--- src/verilog/scdo_pkg.sv ---
// package for the system clock divider and clock output block
// assumes a word-addressed register slave; register index times four is the byte address
package scdo_pkg;

  // register indices (byte address is four times the index)
  localparam logic [7:0] REG_CLOCK_CONTROL = 8'h8e;
  localparam logic [7:0] REG_CLOCK_DIVIDE_RATIO = 8'h95;
  localparam logic [7:0] REG_SOURCE_SELECT = 8'h96;
  localparam logic [7:0] REG_DIVIDER_STATUS = 8'h98;

  // reset values
  localparam logic [7:0] CLOCK_CONTROL_RESET = 8'h00;
  localparam logic [7:0] DIVIDE_RATIO_RESET = 8'h00;
  localparam logic [1:0] SOURCE_SELECT_RESET = 2'h0;

  // clock_control fields: bit 1 gates the pin, bits 6, 4, 3 are plain storage
  localparam int SYSCLK_OUT_ENABLE_BIT = 1;
  localparam logic [7:0] CLOCK_CONTROL_MASK = 8'h5a;

  // divide ratio
  localparam int RATIO_WIDTH = 8;
  localparam logic [7:0] RATIO_BYPASS = 8'h00;

  // status word field positions
  localparam int STAT_SYSCLK_BIT = 0;
  localparam int STAT_PWRDN_BIT = 1;
  localparam int STAT_BYPASS_BIT = 2;
  localparam int STAT_RATIO_LSB = 8;

  // oscillator sources
  typedef enum logic [1:0] {
    SRC_HIRC = 2'b00,
    SRC_EXT = 2'b01,
    SRC_LIRC = 2'b10,
    SRC_RSVD = 2'b11
  } scdo_src_e;

  // bus answer state
  typedef enum logic {
    BUS_IDLE = 1'b0,
    BUS_ANS = 1'b1
  } scdo_bus_e;

  // raw oscillator levels, sampled on clk_i
  typedef struct packed {
    logic hirc;
    logic ext;
    logic lirc;
  } scdo_osc_s;

  // divider state carried as one group
  typedef struct packed {
    logic [7:0] active;
    logic [7:0] cnt;
    logic sysclk;
    logic osc_prev;
  } scdo_div_s;

endpackage

--- src/verilog/scdo_top.sv ---
// system clock divider with gated clock output pin and register slave
// assumes oscillator levels arrive synchronous to clk_i and far slower than it
//
// Register access over Avalon-MM was chosen for this implementation.
module scdo_top (
  // clock and reset
  input wire logic clk_i,
  input wire logic srst_i,
  // register bus
  input wire logic [7:0] avs_address_i,
  input wire logic avs_read_i,
  input wire logic avs_write_i,
  input wire logic [31:0] avs_writedata_i,
  input wire logic [3:0] avs_byteenable_i,
  output logic [31:0] avs_readdata_o,
  output logic avs_waitrequest_o,
  // oscillators and power state
  input wire scdo_pkg::scdo_osc_s osc_i,
  input wire logic power_down_i,
  // system clock and pin
  output logic system_clock_o,
  output logic sys_tick_o,
  output logic sysclk_out_pin_o
);

  ////////////////////////////////////////////////////////////////////////////
  // register bus slave

  scdo_pkg::scdo_bus_e bus_q, bus_d;
  logic [31:0] rdata_q, rdata_d;
  logic [7:0] ctl_q, ctl_d;
  logic [7:0] ratio_q, ratio_d;
  scdo_pkg::scdo_src_e src_q, src_d;
  logic wr_fire;
  logic [31:0] status_word;
  scdo_pkg::scdo_div_s div_q, div_d;
  logic osc_sel;
  logic osc_rise;
  logic at_boundary;

  // one wait cycle per access, so the answer never depends on the divider
  assign avs_waitrequest_o = (avs_read_i | avs_write_i) & (bus_q == scdo_pkg::BUS_IDLE);
  assign wr_fire = avs_write_i & (bus_q == scdo_pkg::BUS_ANS) & avs_byteenable_i[0];
  assign avs_readdata_o = rdata_q;

  always_comb begin
    status_word = 32'h0000_0000;
    status_word[scdo_pkg::STAT_SYSCLK_BIT] = div_q.sysclk;
    status_word[scdo_pkg::STAT_PWRDN_BIT] = power_down_i;
    status_word[scdo_pkg::STAT_BYPASS_BIT] = (div_q.active == scdo_pkg::RATIO_BYPASS);
    status_word[scdo_pkg::STAT_RATIO_LSB +: 8] = div_q.active;
  end

  always_comb begin
    bus_d = bus_q;
    rdata_d = rdata_q;
    ctl_d = ctl_q;
    ratio_d = ratio_q;
    src_d = src_q;
    case (bus_q)
      scdo_pkg::BUS_IDLE: begin
        if (avs_read_i | avs_write_i) begin
          bus_d = scdo_pkg::BUS_ANS;
        end
        if (avs_read_i) begin
          case (avs_address_i)
            scdo_pkg::REG_CLOCK_CONTROL: rdata_d = {24'h00_0000, ctl_q};
            scdo_pkg::REG_CLOCK_DIVIDE_RATIO: rdata_d = {24'h00_0000, ratio_q};
            scdo_pkg::REG_SOURCE_SELECT: rdata_d = {30'h0, src_q};
            scdo_pkg::REG_DIVIDER_STATUS: rdata_d = status_word;
            default: rdata_d = 32'h0000_0000;
          endcase
        end
      end
      scdo_pkg::BUS_ANS: begin
        bus_d = scdo_pkg::BUS_IDLE;
        if (wr_fire) begin
          case (avs_address_i)
            scdo_pkg::REG_CLOCK_CONTROL: begin
              ctl_d = avs_writedata_i[7:0] & scdo_pkg::CLOCK_CONTROL_MASK;
            end
            scdo_pkg::REG_CLOCK_DIVIDE_RATIO: ratio_d = avs_writedata_i[7:0];
            scdo_pkg::REG_SOURCE_SELECT: begin
              if (avs_writedata_i[1:0] != scdo_pkg::SRC_RSVD) begin
                src_d = scdo_pkg::scdo_src_e'(avs_writedata_i[1:0]);
              end
            end
            default: ;
          endcase
        end
      end
      default: bus_d = scdo_pkg::BUS_IDLE;
    endcase
  end

  always_ff @(posedge clk_i) begin
    if (srst_i) begin
      bus_q <= scdo_pkg::BUS_IDLE;
      rdata_q <= 32'h0000_0000;
      ctl_q <= scdo_pkg::CLOCK_CONTROL_RESET;
      ratio_q <= scdo_pkg::DIVIDE_RATIO_RESET;
      src_q <= scdo_pkg::scdo_src_e'(scdo_pkg::SOURCE_SELECT_RESET);
    end else begin
      bus_q <= bus_d;
      rdata_q <= rdata_d;
      ctl_q <= ctl_d;
      ratio_q <= ratio_d;
      src_q <= src_d;
    end
  end

  ////////////////////////////////////////////////////////////////////////////
  // source selection and divider

  always_comb begin
    case (src_q)
      scdo_pkg::SRC_HIRC: osc_sel = osc_i.hirc;
      scdo_pkg::SRC_EXT: osc_sel = osc_i.ext;
      scdo_pkg::SRC_LIRC: osc_sel = osc_i.lirc;
      default: osc_sel = osc_i.hirc;
    endcase
  end

  assign osc_rise = osc_sel & ~div_q.osc_prev;
  assign at_boundary = osc_rise & (div_q.cnt == (div_q.active - 8'h01));

  always_comb begin
    div_d = div_q;
    // power-down freezes the whole divider, so the clock just stops
    if (!power_down_i) begin
      div_d.osc_prev = osc_sel;
      if (div_q.active == scdo_pkg::RATIO_BYPASS) begin
        div_d.sysclk = osc_sel;
        if (osc_rise) begin
          div_d.active = ratio_q;
          div_d.cnt = 8'h00;
        end
      end else if (osc_rise) begin
        if (at_boundary) begin
          div_d.cnt = 8'h00;
          div_d.sysclk = ~div_q.sysclk;
          if (!div_q.sysclk) begin
            div_d.active = ratio_q;
          end
        end else begin
          div_d.cnt = div_q.cnt + 8'h01;
        end
      end
    end
  end

  always_ff @(posedge clk_i) begin
    if (srst_i) begin
      div_q <= '0;
    end else begin
      div_q <= div_d;
    end
  end

  ////////////////////////////////////////////////////////////////////////////
  // system clock outputs and pin

  logic pin_q, pin_d;
  logic tick_q, tick_d;
  logic pin_enable;

  assign pin_enable = ctl_q[scdo_pkg::SYSCLK_OUT_ENABLE_BIT];

  always_comb begin
    pin_d = pin_enable & ~power_down_i & div_d.sysclk;
    tick_d = ~power_down_i & div_d.sysclk & ~div_q.sysclk;
  end

  always_ff @(posedge clk_i) begin
    if (srst_i) begin
      pin_q <= 1'b0;
      tick_q <= 1'b0;
    end else begin
      pin_q <= pin_d;
      tick_q <= tick_d;
    end
  end

  assign system_clock_o = div_q.sysclk;
  assign sys_tick_o = tick_q;
  assign sysclk_out_pin_o = pin_q;
endmodule

--- config.mk ---
export PLATFORM = sky130hd
export DESIGN_NAME = scdo_top
export DESIGN_NICKNAME = d
export VERILOG_FILES = /design/src/verilog/scdo_pkg.sv /design/src/verilog/scdo_top.sv
export SDC_FILE = /design/constraint.sdc
export NUM_CORES = 1
export LEC_CHECK = 0
export ABC_AREA = 0
export BUFFER_PORTS_ARGS = -buffer_cell sky130_fd_sc_hd__buf_2
export CAP_MARGIN = 10
export CORE_MARGIN = 3
export CORE_UTILIZATION = 50
export CTS_CLUSTER_SIZE = 24
export DETAILED_ROUTE_END_ITERATION = 12
export GPL_TIMING_DRIVEN = 0
export PLACE_DENSITY = 0.8
export RECOVER_POWER = 100
export SYNTH_ARGS = -nofsm -noshare
export SYNTH_HDL_FRONTEND = slang
export SYNTH_SLANG_ARGS = --single-unit
export TNS_END_PERCENT = 20
--- constraint.sdc ---
create_clock -name clk_i -period 3.2 [get_ports clk_i]
set_input_delay 0.32 -clock clk_i [delete_from_list [all_inputs] [get_ports clk_i]]
set_output_delay 0.32 -clock clk_i [all_outputs]
set_load 0.05 [all_outputs]
==> flow_summary.yaml <==
run_status:
  status: "completed"
worst_setup_path:
  end_kind: "register"
  regToRegEndpoint: "div_q[14]$_SDFFE_PP0P_"
  ff2ff_path_depth: 8
  setup.worst_path.start_class: "register"
  r2r_start: "div_q[10]$_SDFFE_PP0P_"
  path_class: "reg -> reg"
  slowest_stage: "dfxtp_1"
  critPathMaxStageDelay_ps: 470
  crit_chain: "inv_1, ha_1, xnor2_1, a211o_1, a211oi_1, nand4_1, a21oi_2, a22o_2"
  crit_fanout: 8
  reg2reg_slack_ps: 530
  crit_required_ps: 3460
  crit_arrival_ps: 2930
timing:
  fin_skew_ps: 6.94
  hold_violations: 0
  finalCritPeriodShare: 0.835
  slew_violations: 0
  fmaxAchievable_mhz: 374
  rsz0062_at_grt: "false"
  relSlewSlack: 0.486
  fin_tns_setup_ps: 0
  finalSetupViolations: 0
  fin_crit_ps: 2670
  worstMarginPinSlew_ps: 765
clock_network:
  insertion_delay_ps: 300
  clock_path_buffers: 2
  cts_hold_buf: 0
  cts_buffers: 5
  cts_setup_buffers: 0
  numClockSinks: 51
  cts.repair.resized: 0
  cts_tree: "built"
  clkSlewWorstSetupHoldPaths_ps: 90
  cts_max_level: 2
  root_buffer: "clkbuf_8"
synth:
  ys_async_sr_fraction: 0
  synth_cells: 301
  synth_warnings: 0
  ys_top_cells_by_area: "dfxtp_1, buf_4, nor2_1, mux2i_1, nor3_1"
  syn-cell-area_um2: 2580
  yosysUniqueCellTypes: 50
  synth-main-ff-cell: "dfxtp_1"
  synth-seq-cells: 51
  synth.avg_cell_area_um2: 8.58
  synth_edf_count: 0
  seq_area_frac_synth: 0.396
  synth_area_leader_cell: "dfxtp_1"
  synth_top_area_share: 0.396
die:
  die_height_um: 77.9
  coreArea_um2: 4850
  die_w_um: 77.9
  die_area_um2: 6060
  start_util: 0.532
  ioPinCount: 88
  placement_rows: 25
route:
  drtIter0Drc: 177
  drc: 0
  wl_per_cell_um: 14.2
  antenna_left: 0
  wl_um: 6160
  vias: 2332
  dr.pass1.iters: 5
  detail_route.vias_per_cell: 5.37
min_path:
  hp-class: "in -> reg"
  hp-start: "avs_writedata_i[4]"
  min_delay_path_depth: 3
  min_to: "ctl_q[4]$_SDFFE_PP0P_"
place:
  hpwl_um: 4560
  portBuffers: 43
  place_congestion: 0.860
final_layout:
  fill_cells: 443
  regArea_um2: 1020
  final_cell_mix: "dfxtp_1, clkbuf_1, nor2_1"
  num_antenna_cells: 0
  area_growth_pct: 17.4
  multi_input_area_um2: 1390
  fin_util: 0.625
  layout_commonest_cell: "dfxtp_1"
  final_nets: 423
  drive_gt1_frac: 0.147
global_route:
  grt_pass1_vias: 2204
  grt_first_pass_wirelength_um: 10200
  grt_usage: 0.209
  gr-total-overflow: 0
  grt_max_degree: 17
  antenna_found_initial: 0
power_and_ir_drop:
  power_density_nw_per_um2: 444
  p_leak_uw: 0.00121
  ir_drop_uv: 342
job:
  maxCapViolCount: 0
-- per-stage QoR --
step | setup slack [ps] | power [uW] | std cells | hold WS, ps | instance area (um2)
after global placement | 847 | 832 | 426 | 441 | 2940
after detailed placement | 803 | 834 | 426 | 444 | 2940
after global routing | 319 | 1390 | 434 | 265 | 3030
after floorplan | 989 | 792 | 316 | 437 | 2640
after CTS | 739 | 1350 | 434 | 267 | 3070
final | 529 | 1350 | 434 | 268 | 3030
-- critical path, delay by kind of cell, from the launching register on --
family                   cells  cell delay (ps)
AO/OA/AOI/OAI                4             1350
AND/OR/NAND/NOR              1              230
XOR/XNOR                     1              150
adder cells (fa/ha/maj)      1              280
buffers and inverters        1              120
flip-flops                   1              470
-- layer usage --
| metal | vias up | wire length, um | track usage |
|---|---|---|---|
| li1 | 1160 | - | - |
| met1 | 1091 | 2580 | 0.246 |
| met2 | 70 | 3170 | 0.375 |
| met3 | 11 | 315 | 0.0371 |
| met4 | 0 | 103 | 0.0730 |
| met5 | - | 0 | 0 |
-- cell usage after synthesis, drive strengths merged (2+ instances only) --
library cell,n
dfxtp,51
nor3,21
or3,3
a21oi,20
and3,3
a22o,7
nor2,34
o21ai,3
clkbuf,12
nand3,19
buf,20
inv,7
nand2,20
nand2b,4
a22oi,2
a21o,2
xor2,7
nor2b,5
nor4b,2
nand4,4
ha,5
a221oi,4
a211oi,2
xnor2,10
mux2i,12
o221ai,2
nor4,5
-- worst max path at each step --
stage | from | slack [ps] | endpoint | depth (start not counted)
floorplan | div_q[10]$_SDFFE_PP0P_ | 990 | div_q[2]$_SDFFE_PP0P_ | 9
global placement | div_q[10]$_SDFFE_PP0P_ | 850 | div_q[14]$_SDFFE_PP0P_ | 8
detailed placement | div_q[10]$_SDFFE_PP0P_ | 800 | div_q[14]$_SDFFE_PP0P_ | 8
CTS | div_q[10]$_SDFFE_PP0P_ | 740 | div_q[14]$_SDFFE_PP0P_ | 8
global route | div_q[10]$_SDFFE_PP0P_ | 320 | div_q[15]$_SDFFE_PP0P_ | 8
finish | div_q[10]$_SDFFE_PP0P_ | 530 | div_q[14]$_SDFFE_PP0P_ | 8
-- where the power goes --
part	internal (uW)	leakage (uW)	switching (uW)
combinational	44.6	0.000737	125
clock	312	0.0000644	217
sequential	642	0.000412	5.86
-- sequential cells by signal (all words and copies together), names as in the netlist --
name              cells
sysclk_out_pin_o      1
avs_readdata_o       16
src_q                 2
system_clock_o        1
bus_q                 1
div_q                17
sys_tick_o            1
ratio_q               8
ctl_q                 4
-- layout make-up --
type | count | share of cell area
Sequential cell | 51 | 0.337
Clock buffer | 5 | 0.0227
Timing Repair Buffer | 43 | 0.0619
Buffer | 32 | 0.0628
Clock inverter | 3 | 0.0223
Multi-Input combinational cell | 226 | 0.457
Inverter | 7 | 0.00867
Tap cell | 67 | 0.0277
-- logic make-up (layout without fill, tap and decap cells) --
group,Yosys count,after routing,share of synthesized area
and+or+nand+nor,126,126,0.249
muxes,13,13,0.0524
other,1,16,0.00145
DFF,51,51,0.396
buffers and inverters,39,90,0.0853
xor gates and xnor gates,17,17,0.0577
adders and majority gates,5,5,0.0242
AOI/OAI and AO/OA,49,49,0.134
No activity file was read; power rests on OpenSTA's default activity.
